File: src/verilog/bfp_pkg.sv
// Purpose: Shared constants and types for the ballast fault protection manager
// Assumes: 25 MHz system clock
// Notes: Mode encoding is one-hot as the sequencer presents it
`default_nettype none
package bfp_pkg;
  // ---------------------------------------------------------------
  // Clock and timing
  // ---------------------------------------------------------------
  localparam int unsigned CLK_HZ = 25000000;
  localparam int unsigned CLK_NS = 40;
  localparam int unsigned T_FILT_NS = 200;       // Short comparator filter
  localparam int unsigned T_OC_NS = 500;         // Inverter overcurrent
  localparam int unsigned T_CAP2_US = 620;       // Below-resonance operation
  localparam int unsigned T_IGN_MS = 237;        // Ignition timeout
  localparam int unsigned T_EOL_MS = 2500;       // Rectification / idling
  localparam int unsigned T_CLR_S = 40;          // Latch clear in run
  localparam int unsigned T_AR_MS = 200;         // Auto restart delay
  localparam int unsigned T_TICK_US = 1;         // Slow timer tick
  // Cycle counts; qualification times round up
  localparam int unsigned N_FILT = (T_FILT_NS + CLK_NS - 1) / CLK_NS;
  localparam int unsigned N_OC = (T_OC_NS + CLK_NS - 1) / CLK_NS;
  localparam int unsigned N_TICK = T_TICK_US * (CLK_HZ / 1000000);
  // Counts in microsecond ticks
  localparam int unsigned K_CAP2 = T_CAP2_US;
  localparam int unsigned K_IGN = T_IGN_MS * 1000;
  localparam int unsigned K_EOL = T_EOL_MS * 1000;
  localparam int unsigned K_CLR = T_CLR_S * 1000000;
  localparam int unsigned K_AR = T_AR_MS * 1000;
  localparam int unsigned TW = 32;
  // ---------------------------------------------------------------
  // Types
  // ---------------------------------------------------------------
  typedef enum logic [6:0] {
    MODE_STARTUP  = 7'h01,
    MODE_SOFT     = 7'h02,
    MODE_PREHEAT  = 7'h04,
    MODE_IGNITION = 7'h08,
    MODE_PRERUN   = 7'h10,
    MODE_RUN      = 7'h20,
    MODE_OFF      = 7'h40
  } bfp_mode_t;
  typedef enum logic [3:0] {
    ST_ACTIVE = 4'h1,
    ST_RESTART = 4'h2,
    ST_LATCHED = 4'h4,
    ST_SURGE = 4'h8
  } bfp_state_t;
  // Comparator flags from analog front end
  typedef struct packed {
    logic lamp_rectification_fault;
    logic cap_idle;
    logic below_resonance;
    logic run_freq_reached;
    logic pfc_current_sense;
    logic inv_cs_low;     // Inverter current above 0.8 V
    logic inv_cs_high;    // Inverter current above 1.6 V
    logic bus_voltage_high;  // Bus above 109 %
  } bfp_cmp_t;
  localparam int unsigned CMP_W = 8;
endpackage
`default_nettype wire

File: src/verilog/bfp_qual_timer.sv
// Purpose: Qualification timer, fires once a condition has held long enough
// Assumes: cond is already synchronised; tick is a one-cycle enable
// Notes: Count restarts from zero whenever cond drops
`default_nettype none
module bfp_qual_timer #(
  parameter int unsigned LIMIT = 1
) (
  input wire logic clk,
  input wire logic resetn,
  input wire logic tick,
  input wire logic cond,
  output logic hit
);
  logic [bfp_pkg::TW-1:0] cnt;
  logic [bfp_pkg::TW-1:0] next_cnt;
  logic next_hit;
  // Terminal count held at the counter width so the compare needs no slicing
  localparam logic [bfp_pkg::TW-1:0] LAST_CNT = LIMIT - 1;

  // Count ticks while condition persists, clear otherwise
  always_comb begin
    next_cnt = cnt;
    next_hit = 1'b0;
    if (!cond) begin
      next_cnt = '0;
    end else if (cnt >= LAST_CNT) begin
      if (tick) begin
        next_hit = 1'b1;
      end
    end else if (tick) begin
      next_cnt = cnt + 1'b1;
    end
  end

  always_ff @(posedge clk) begin
    if (!resetn) begin
      cnt <= '0;
      hit <= 1'b0;
    end else begin
      cnt <= next_cnt;
      hit <= next_hit;
    end
  end
endmodule
`default_nettype wire

File: src/verilog/bfp_top.sv
// Purpose: Fault qualification and reaction for a lamp ballast controller
// Assumes: Comparator flags arrive asynchronously; mode comes from the sequencer
// Notes: Timers qualify per mode; one restart then latch
//
// Overview of operation
// - Run: lamp rectification or idling for 2500 ms powers down, one restart.
// - Run: below-resonance for 620 us powers down, one restart.
// - Ignition: no run frequency within 237 ms flags timeout, powers down.
// - Start-up to run: PFC current over 1.0 V for 200 ns ends on-time.
// - Ignition: inverter current over 0.8 V for 200 ns enables ignition loop.
// - Inverter current over threshold 500 ns: fault; 0.8 V preheat/run, else 1.6 V.
// - Pre-run/run: current plus bus high 500 ns: unlatched down, restart below 109%.
// - First fault restarts once; second before clear latches powered down.
// - 40 s continuous run clears fault_once, re-arming the one restart; latched_fault holds until reset.
// - Auto-restart faults retry once after an internal delay.
`default_nettype none
module bfp_top (
  input wire logic clk,
  input wire logic resetn,
  input wire logic [6:0] mode,
  input wire logic [bfp_pkg::CMP_W-1:0] cmp_in,
  output logic power_down,
  output logic restart_req,
  output logic latched_fault,
  output logic ignition_timeout,
  output logic pfc_off,
  output logic ignition_ctrl,
  output logic fault_once
);
  // ---------------------------------------------------------------
  // Input synchronisers
  // ---------------------------------------------------------------
  logic [bfp_pkg::CMP_W-1:0] sync_a;
  logic [bfp_pkg::CMP_W-1:0] sync_b;
  bfp_pkg::bfp_cmp_t c;

  // Two flops before any logic reads the pins
  always_ff @(posedge clk) begin
    if (!resetn) begin
      sync_a <= '0;
      sync_b <= '0;
    end else begin
      sync_a <= cmp_in;
      sync_b <= sync_a;
    end
  end
  assign c = bfp_pkg::bfp_cmp_t'(sync_b);

  // ---------------------------------------------------------------
  // Microsecond tick divider
  // ---------------------------------------------------------------
  logic [7:0] div;
  logic [7:0] next_div;
  logic tick;
  logic next_tick;

  always_comb begin
    next_div = div + 8'h01;
    next_tick = 1'b0;
    if (div == 8'(bfp_pkg::N_TICK - 1)) begin
      next_div = 8'h00;
      next_tick = 1'b1;
    end
  end

  always_ff @(posedge clk) begin
    if (!resetn) begin
      div <= 8'h00;
      tick <= 1'b0;
    end else begin
      div <= next_div;
      tick <= next_tick;
    end
  end

  // ---------------------------------------------------------------
  // Mode decode and qualification conditions
  // ---------------------------------------------------------------
  logic m_run, m_ign, m_pre, m_prerun, m_active;
  bfp_pkg::bfp_state_t st, next_st;
  logic alive;
  logic cond_eol, cond_cap2, cond_ign, cond_pfc, cond_ilim, cond_oc, cond_surge;

  assign alive = (st == bfp_pkg::ST_ACTIVE);
  assign m_run = alive && (mode == bfp_pkg::MODE_RUN);
  assign m_ign = alive && (mode == bfp_pkg::MODE_IGNITION);
  assign m_pre = alive && (mode == bfp_pkg::MODE_PREHEAT);
  assign m_prerun = alive && (mode == bfp_pkg::MODE_PRERUN);
  assign m_active = alive && (mode != bfp_pkg::MODE_OFF);
  assign cond_eol = m_run && (c.lamp_rectification_fault || c.cap_idle);
  assign cond_cap2 = m_run && c.below_resonance;
  assign cond_ign = m_ign && !c.run_freq_reached;
  assign cond_pfc = m_active && c.pfc_current_sense;
  assign cond_ilim = m_ign && c.inv_cs_low;
  // Low threshold only in preheat and run; high threshold elsewhere
  assign cond_oc = ((m_pre || m_run) && c.inv_cs_low)
                || (m_active && !m_pre && !m_run && c.inv_cs_high);
  assign cond_surge = (m_prerun || m_run) && c.inv_cs_low && c.bus_voltage_high;

  // ---------------------------------------------------------------
  // Qualification timers
  // ---------------------------------------------------------------
  logic hit_eol, hit_cap2, hit_ign, hit_pfc, hit_ilim, hit_oc, hit_surge, hit_clr, hit_ar;
  logic cond_clr, cond_ar;

  // Slow timers use the microsecond tick, fast ones every cycle
  bfp_qual_timer #(.LIMIT(bfp_pkg::K_EOL)) u_eol (
    .clk(clk), .resetn(resetn), .tick(tick), .cond(cond_eol), .hit(hit_eol));
  bfp_qual_timer #(.LIMIT(bfp_pkg::K_CAP2)) u_cap2 (
    .clk(clk), .resetn(resetn), .tick(tick), .cond(cond_cap2), .hit(hit_cap2));
  bfp_qual_timer #(.LIMIT(bfp_pkg::K_IGN)) u_ign (
    .clk(clk), .resetn(resetn), .tick(tick), .cond(cond_ign), .hit(hit_ign));
  bfp_qual_timer #(.LIMIT(bfp_pkg::N_FILT)) u_pfc (
    .clk(clk), .resetn(resetn), .tick(1'b1), .cond(cond_pfc), .hit(hit_pfc));
  bfp_qual_timer #(.LIMIT(bfp_pkg::N_FILT)) u_ilim (
    .clk(clk), .resetn(resetn), .tick(1'b1), .cond(cond_ilim), .hit(hit_ilim));
  bfp_qual_timer #(.LIMIT(bfp_pkg::N_OC)) u_oc (
    .clk(clk), .resetn(resetn), .tick(1'b1), .cond(cond_oc), .hit(hit_oc));
  bfp_qual_timer #(.LIMIT(bfp_pkg::N_OC)) u_surge (
    .clk(clk), .resetn(resetn), .tick(1'b1), .cond(cond_surge), .hit(hit_surge));
  bfp_qual_timer #(.LIMIT(bfp_pkg::K_CLR)) u_clr (
    .clk(clk), .resetn(resetn), .tick(tick), .cond(cond_clr), .hit(hit_clr));
  bfp_qual_timer #(.LIMIT(bfp_pkg::K_AR)) u_ar (
    .clk(clk), .resetn(resetn), .tick(tick), .cond(cond_ar), .hit(hit_ar));

  assign cond_clr = m_run && fault_once;
  assign cond_ar = (st == bfp_pkg::ST_RESTART);

  // ---------------------------------------------------------------
  // Reaction state machine
  // ---------------------------------------------------------------
  logic f_fault;
  logic next_power_down, next_restart_req, next_latched, next_ign_to;
  logic next_pfc_off, next_ign_ctrl, next_fault_once;

  // Surge outranks ordinary faults because it must not consume the restart
  assign f_fault = hit_eol || hit_cap2 || hit_ign || hit_oc;

  always_comb begin
    next_st = st;
    next_power_down = power_down;
    next_restart_req = 1'b0;
    next_latched = latched_fault;
    next_ign_to = ignition_timeout;
    next_fault_once = fault_once;
    next_pfc_off = hit_pfc;
    next_ign_ctrl = hit_ilim || (ignition_ctrl && cond_ilim);
    case (st)
      bfp_pkg::ST_ACTIVE: begin
        if (hit_surge) begin
          next_st = bfp_pkg::ST_SURGE;
          next_power_down = 1'b1;
        end else if (f_fault) begin
          next_power_down = 1'b1;
          if (hit_ign) begin
            next_ign_to = 1'b1;
          end
          if (fault_once) begin
            next_st = bfp_pkg::ST_LATCHED;
            next_latched = 1'b1;
          end else begin
            next_st = bfp_pkg::ST_RESTART;
            next_fault_once = 1'b1;
          end
        end else if (hit_clr) begin
          next_fault_once = 1'b0;
        end
      end
      bfp_pkg::ST_RESTART: begin
        if (hit_ar) begin
          next_st = bfp_pkg::ST_ACTIVE;
          next_power_down = 1'b0;
          next_restart_req = 1'b1;
          next_ign_to = 1'b0;
        end
      end
      bfp_pkg::ST_SURGE: begin
        if (!c.bus_voltage_high) begin
          next_st = bfp_pkg::ST_ACTIVE;
          next_power_down = 1'b0;
          next_restart_req = 1'b1;
        end
      end
      bfp_pkg::ST_LATCHED: begin
        next_power_down = 1'b1;
      end
      default: begin
        next_st = bfp_pkg::ST_LATCHED;
        next_power_down = 1'b1;
        next_latched = 1'b1;
      end
    endcase
  end

  always_ff @(posedge clk) begin
    if (!resetn) begin
      st <= bfp_pkg::ST_ACTIVE;
      power_down <= 1'b0;
      restart_req <= 1'b0;
      latched_fault <= 1'b0;
      ignition_timeout <= 1'b0;
      pfc_off <= 1'b0;
      ignition_ctrl <= 1'b0;
      fault_once <= 1'b0;
    end else begin
      st <= next_st;
      power_down <= next_power_down;
      restart_req <= next_restart_req;
      latched_fault <= next_latched;
      ignition_timeout <= next_ign_to;
      pfc_off <= next_pfc_off;
      ignition_ctrl <= next_ign_ctrl;
      fault_once <= next_fault_once;
    end
  end
endmodule
`default_nettype wire

File: config.mk
export PLATFORM = sky130hd
export DESIGN_NAME = bfp_top
export DESIGN_NICKNAME = d
export VERILOG_FILES = /design/src/verilog/bfp_pkg.sv /design/src/verilog/bfp_qual_timer.sv /design/src/verilog/bfp_top.sv
export SDC_FILE = /design/constraint.sdc
export NUM_CORES = 1
export LEC_CHECK = 0
export BUFFER_PORTS_ARGS = -buffer_cell sky130_fd_sc_hd__buf_4
export CAP_MARGIN = 20
export CORE_MARGIN = 2
export CORE_UTILIZATION = 50
export DETAILED_ROUTE_END_ITERATION = 7
export PLACE_DENSITY = 0.73
export RECOVER_POWER = 25
export SYNTH_ARGS = -nofsm -noshare
export SYNTH_HDL_FRONTEND = slang
export SYNTH_SLANG_ARGS = --single-unit
File: constraint.sdc
create_clock -name clk -period 2.5 [get_ports clk]
set_input_delay 0.25 -clock clk [delete_from_list [all_inputs] [get_ports clk]]
set_output_delay 0.25 -clock clk [all_outputs]
set_load 0.01 [all_outputs]
-- Word-level counts from Yosys, hierarchy flattened
Index checks and enable logic that the tools add are counted.
- output and inout port bits: 7
- logic and storage cells: 162
- memory bits (read-only): 0
- input bits: 17
- bits in latches: 0
- RAM bits: 0
- bits in registers: 333
- memories: 0
- magnitude comparators: 9
- reduce and logical (&&, ||, !) cells: 57
- mux-type cells: 30
- add/subtract/negate cells: 10
- div/mod/pow operators: 0
- equal/unequal tests: 17
- bitwise operators: 9
- shifts and indexed selects: 0
- multiply operators: 0
- operator list (cell ; number):
    32-bit by 1-bit adder with 32-bit output (second input constant) ; 9
    32-bit by 18-bit >= comparator with 1-bit output (second input constant) ; 2
    32-bit by 3-bit >= comparator with 1-bit output (second input constant) ; 2
    32-bit by 4-bit >= comparator with 1-bit output (second input constant) ; 2
    32-bit by 10-bit >= comparator with 1-bit output (second input constant) ; 1
    32-bit by 22-bit >= comparator with 1-bit output (second input constant) ; 1
    32-bit by 26-bit >= comparator with 1-bit output (second input constant) ; 1
    2-bit AND reduction ; 14
    3-bit AND reduction ; 7
    1-bit two-way mux ; 20
    1-bit logical AND ; 18
    4-bit two-way mux ; 4
    4-bit one-hot mux with 4 select lines ; 1
    1-bit NOT ; 9
    8-bit by 1-bit adder with 8-bit output (second input constant) ; 1
    8-bit by 5-bit equality test with 1-bit output (second input constant) ; 1
    1-bit logical OR ; 8
    2-bit != test (second input constant) ; 4
    4-bit AND reduction ; 2
    7-bit by 3-bit equality test with 1-bit output (second input constant) ; 1
    7-bit by 4-bit equality test with 1-bit output (second input constant) ; 1
    7-bit by 5-bit equality test with 1-bit output (second input constant) ; 1
    7-bit by 6-bit equality test with 1-bit output (second input constant) ; 1
    7-bit != test (second input constant) ; 1
    other kinds (14) ; 20

-- Depth between registers and ports, before layout
- word-level depth: 8
- mapped depth: 10
- gate-level depth less buffers: 7

-- By module
A second synthesis with hierarchy kept.
- cells, all modules: 1354
- area total of the unflattened synthesis: 13156.4 sq um
- modules (own cells, without submodules) (module ; times used ; seq. area each (sq um) ; area an instance (sq um) ; cells an instance):
    bfp_qual_timer (u_oc ...) ; 2 ; 660.6 ; 1136.1 ; 100
    bfp_qual_timer (u_ilim ...) ; 2 ; 660.6 ; 1099.8 ; 98
    bfp_qual_timer (u_clr) ; 1 ; 660.6 ; 1670.4 ; 193
    bfp_qual_timer (u_eol) ; 1 ; 660.6 ; 1500.2 ; 177
    bfp_qual_timer (u_ar) ; 1 ; 660.6 ; 1466.4 ; 163
    bfp_top ; 1 ; 720.7 ; 1451.4 ; 150
    bfp_qual_timer (u_ign) ; 1 ; 660.6 ; 1381.3 ; 155
    bfp_qual_timer (u_cap2) ; 1 ; 660.6 ; 1214.9 ; 120

-- Worst setup path after synthesis
OpenSTA, ideal clock, no wires.
- kind: reg-to-reg
- start point: register u_clr.cnt[19] in the netlist's numbering
- end point: register u_clr.cnt[22] in the netlist's numbering
- arrival time: 2199 ps
- setup time: 70 ps
- data required time: 2430 ps
- path slack: 231 ps
- stages on the path, launching flop included: 7
- period minus slack after synthesis: 2269 ps
- buffers on the path: 0
- path through: dfxtp_1 or4_4 o311ai_4 nand2_2 or3_4 or4_1 a21oi_1
- word-level cells in the longest chain between the ends: 3
- elaborated cells between the ends (all ways): 4
- classes of those cells: add/sub (1); order compare (1); bitwise (1); reduce/logical (1)
- ends and longest elaborated chain (item ; RTL line ; text):
    start: declaration ; bfp_qual_timer.sv:14 ; logic [bfp_pkg::TW-1:0] cnt;
    start signal: assignment ; bfp_qual_timer.sv:40 ; cnt <= next_cnt;
    32-bit by 26-bit >= comparator with 1-bit output ; bfp_qual_timer.sv:26 ; end else if (cnt >= LAST_CNT) begin
    1-bit NOT (no source line) ; -- ;
    2-bit AND reduction (no source line) ; -- ;
Several ways; a longest one is shown, not always the timed one.
A chain may end at the register's enable or synchronous reset.

-- Worst setup path after layout
- start point: register u_clr.cnt[20] in the netlist's numbering
- end point: register u_clr.cnt[23] in the netlist's numbering
Same word-level chain as after synthesis.

==> impl_results.md <==
- Distinct cells, synth: 62
- Number of input and output port buffers inserted: 23
- Syn nets: 1277
- Critical hold path startpoint: resetn
- Total power draw: between 10000 and 15000 µW
- Largest net degree at the start of global routing: 34
- DRC violation count after routing: 0
- Global-route congestion overflow total: 0
- Final number of setup-violating endpoints: 0
- Area overhead of the layout relative to synthesis: 15.20%
- Cell-internal power: between 8000 and 9000 µW
- Worst EP arrival: about 2.8 ns
- Horizontal die dimension: between 150 and 200 µm
- Placed Instances: approximately 1600
- Detailed-router iteration count before antenna repair: 5
- Die area: between 20000 and 30000 µm²
- Worst max-slew margin expressed relative to the limit: 52.14%
- Category of the worst setup path capture point: flop
- Die height: 159.8 µm
- Critical path launch point type: flop
- Proportion of synthesized flip-flops having asynchronous set or reset: 0%
- Clock latency reported for the late side of the worst-skew pair: 0.52 ns
- Maximum clock frequency: 420.4 MHz
- Initial antenna violation count: 0
- Worst clock skew: 0.02755 ns
- Net total in the final layout: 1323
- Synthesis Warnings: 0
- Non-filler cells, final: 1638
- Post-detail-place hpwl: 13780 µm
- R2R Path Start: u_clr.cnt[20]
- Syn avg cell area: 9.751 µm²
- Crit share post-route: 95.14%
- Gp weighted congestion: 0.8233
- Post-layout min period: around 2.4 ns
- Vias in the first global route: 8040
- Number of synthesized flops with an enable pin: 0
- Global router's overall resource usage: 16.98%
- Worst-case clock buffer depth: 3
- Worst reg-to-reg setup slack: between 0.1 and 0.15 ns
- Number of buffers inserted during clock tree synthesis: 35
- Cells taking the most area after synthesis: sky130_fd_sc_hd__dfxtp_1 (55%), sky130_fd_sc_hd__and2_1 (6.7%), sky130_fd_sc_hd__and3_1 (4.8%)
- Standard cell core area: 24110 µm²
- Fraction of power spent switching nets: 21.23%
- CTS Hold Bufs: 8
- Sink Count: 333
- Reg-to-reg endpoint: u_clr.cnt[23]
- Sequential share of power: around half
- Yosys top cell area share: 54.91%
- Sw Pwr: approximately 2300 µW
- Routed Antenna Nets: 0
- Cell area after layout: about 14000 µm²
- Setup repair after global routing missed its margin: false
- Total setup buffers inserted after CTS: 0
- Least-Margin Pin Slew: 0.7169 ns
- Layout cell share with drive strength beyond 1: 8.371%
- Leading area contributor after synthesis: sky130_fd_sc_hd__dfxtp_1
- Clock tree from TritonCTS: yes
- Worst Hold Path Cells: 2
- Count of endpoints failing hold in the final timing report: 0
- Max-Cap Viols: 0
- Final-layout setup total negative slack: 0 ns
- Quantity of gates resized following cts: 0
- Leakage dissipation: 0.005414 µW
- Initial core utilization: 50.36%
- Final antenna diode count: 0
- Worst-case reg-to-reg path depth: 6
- Result of the run: complete, no violations
- Primary FF master, synth: sky130_fd_sc_hd__dfxtp_1
- Max-slew violation total from the final report: 0
- Required time of the critical path: 2.92 ns
- Layout fillers: around 2100
- Number of standard-cell rows in the floorplan: 57
- Max IR drop VDD: 0.7686 mV
- Average wire length per cell after detail routing: 13.14 µm
- Power Dens Cells: 786.8 nW/µm²
- Initial DRC count: 426
- Clock group share of total power: a little under half
- Worst Hold End: st[0]
- Total vias in the final route: about 8500
- Worst hold path class: primary input to flop
- Max FO, Critical Path: 6
- Comb pwr share: 3.7%
- Clock slew at reported path FFs: 0.06 ns
- Placement-stage cell area: 12760 µm²
- Total Wirelength: approximately 22000 µm
- Syn Inst Count: 1245
- Netlist Area Pre-Place: 12140 µm²
- Wire length of the first global-routing pass: 37490 µm
- Synth Register Bits: 333
- Clock Root Buffer: sky130_fd_sc_hd__clkbuf_16
- Worst Hold Margin: around 0.10 ns
- Proportion of synthesized chip area in sequential cells: 54.91%
- # IOs: 24
- Number of vias per cell: 5.178
- Kind of critical path: flop to flop
- Clock H-tree levels: 2
[per-stage QoR]
step           setup slack [ns]  utilization (%)
5_1_grt                0.005706            58.02
2_1_floorplan            0.2307                -
3_3_place_gp             0.1792            52.93
6_report                 0.1215            58.02
4_1_cts                  0.1383            58.19
3_5_place_dp             0.1564            52.93
[cell families (layout without fill, tap and decap cells)]
family,Yosys count,after routing,share of synthesized area [%]
simple gates,645,645,29.34
flops,333,333,54.91
xor+xnor,85,85,6.132
compound gates,81,81,4.885
buf+inv,78,147,2.525
fa+ha+maj,15,15,1.546
mux,8,8,0.6596
[critical path, stage by stage (launching register included)]
cell and delay (ns):
sky130_fd_sc_hd__dfxtp_1 0.34, sky130_fd_sc_hd__or4_4 0.55, sky130_fd_sc_hd__o311ai_4 0.31, sky130_fd_sc_hd__nand2_2 0.08
sky130_fd_sc_hd__or3_4 0.36, sky130_fd_sc_hd__or4_1 0.51, sky130_fd_sc_hd__a21oi_1 0.15
[per-layer routing]
layer  part of all wire [%]  track usage (%)  wire [µm]
met5                      0                0          0
met4                    1.9            5.324        407
met3                    3.7            2.883        792
met2                     44            26.31       9366
met1                     51            24.34      10970
[power groups by stage]
stage	sequential, µW	combinational [µW]	clock (µW)
after floorplan	5490	275	0
after global placement	5490	419	0
after detailed placement	5490	421	0
after CTS	5370	435	5370
after global routing	5380	457	5600
final	5370	407	5220
[how the worst max path moves through the flow]
stage	from	endpoint	slack, ns	depth (start not counted)
after floorplan	u_clr.cnt[19]	u_clr.cnt[22]	0.23	6
after global placement	u_clr.cnt[20]	u_clr.cnt[22]	0.18	6
after detailed placement	u_clr.cnt[19]	u_clr.cnt[22]	0.16	6
after CTS	u_clr.cnt[20]	u_clr.cnt[23]	0.14	6
after global routing	st[2]	u_cap2.hit	0.006	7
final	u_clr.cnt[20]	u_clr.cnt[23]	0.12	6
[synthesized netlist by cell type, drive strengths merged (2+ instances only)]
| cell type | n |
|---|---|
| dfxtp | 333 |
| nor2 | 138 |
| and2 | 130 |
| and3 | 94 |
| nor4 | 60 |
| nand2 | 54 |
| nand4 | 48 |
| clkbuf | 44 |
| xnor2 | 43 |
| xor2 | 42 |
| nand3 | 34 |
| nor3 | 28 |
| inv | 24 |
| a21oi | 20 |
| or3 | 18 |
| ha | 15 |
| o21ai | 15 |
| or4 | 11 |
| buf | 10 |
| nor2b | 9 |
| mux2i | 8 |
| a211oi | 5 |
| a2111oi | 4 |
| nor3b | 4 |
| nor4b | 4 |
| o21a | 4 |
| o31ai | 4 |
| a211o | 3 |
| a41oi | 3 |
| and4 | 3 |
| nand3b | 3 |
| o211a | 3 |
| a22oi | 2 |
| a31oi | 2 |
| and4b | 2 |
| nand4b | 2 |
| o2111a | 2 |
| o2111ai | 2 |
[flip-flops by register name, indices dropped and copies added (netlist names), 4 cells and up]
name	count
c	8
u_oc.cnt	32
sync_a	8
u_surge.cnt	32
u_ilim.cnt	32
u_cap2.cnt	32
u_eol.cnt	32
u_ign.cnt	32
u_ar.cnt	32
st	4
u_clr.cnt	32
div	8
u_pfc.cnt	32
[layout by cell type, fill, tap and decap left out, types with 9 or more instances in the layout]
cell type	n
sky130_fd_sc_hd__dfxtp_1	333
sky130_fd_sc_hd__nor2_1	138
sky130_fd_sc_hd__and2_1	118
sky130_fd_sc_hd__and3_1	94
sky130_fd_sc_hd__nor4_1	60
sky130_fd_sc_hd__nand2_1	52
sky130_fd_sc_hd__nand4_1	48
sky130_fd_sc_hd__xnor2_1	43
sky130_fd_sc_hd__xor2_1	42
sky130_fd_sc_hd__buf_4	37
sky130_fd_sc_hd__clkbuf_16	35
sky130_fd_sc_hd__nand3_1	34
sky130_fd_sc_hd__nor3_1	28
sky130_fd_sc_hd__inv_1	24
sky130_fd_sc_hd__a21oi_1	20
sky130_fd_sc_hd__or3_1	17
sky130_fd_sc_hd__ha_1	15
sky130_fd_sc_hd__clkbuf_1	15
sky130_fd_sc_hd__o21ai_0	12
sky130_fd_sc_hd__and2_0	12
sky130_fd_sc_hd__or4_1	10
sky130_fd_sc_hd__nor2b_1	9
[area by class of cell]
| type | instances | area (µm²) | share of cell area (%) |
|---|---|---|---|
| flip-flops and latches | 333 | 6666 | 47.67 |
| clock inverters | 14 | 220.2 | 1.575 |
| well taps | 324 | 405.4 | 2.899 |
| repair buffers | 63 | 469.2 | 3.355 |
| clock buffers | 46 | 967.2 | 6.915 |
| inverters | 24 | 90.09 | 0.6441 |
| multi-input cells | 834 | 5167 | 36.95 |
(Power assumes the default switching activity.)
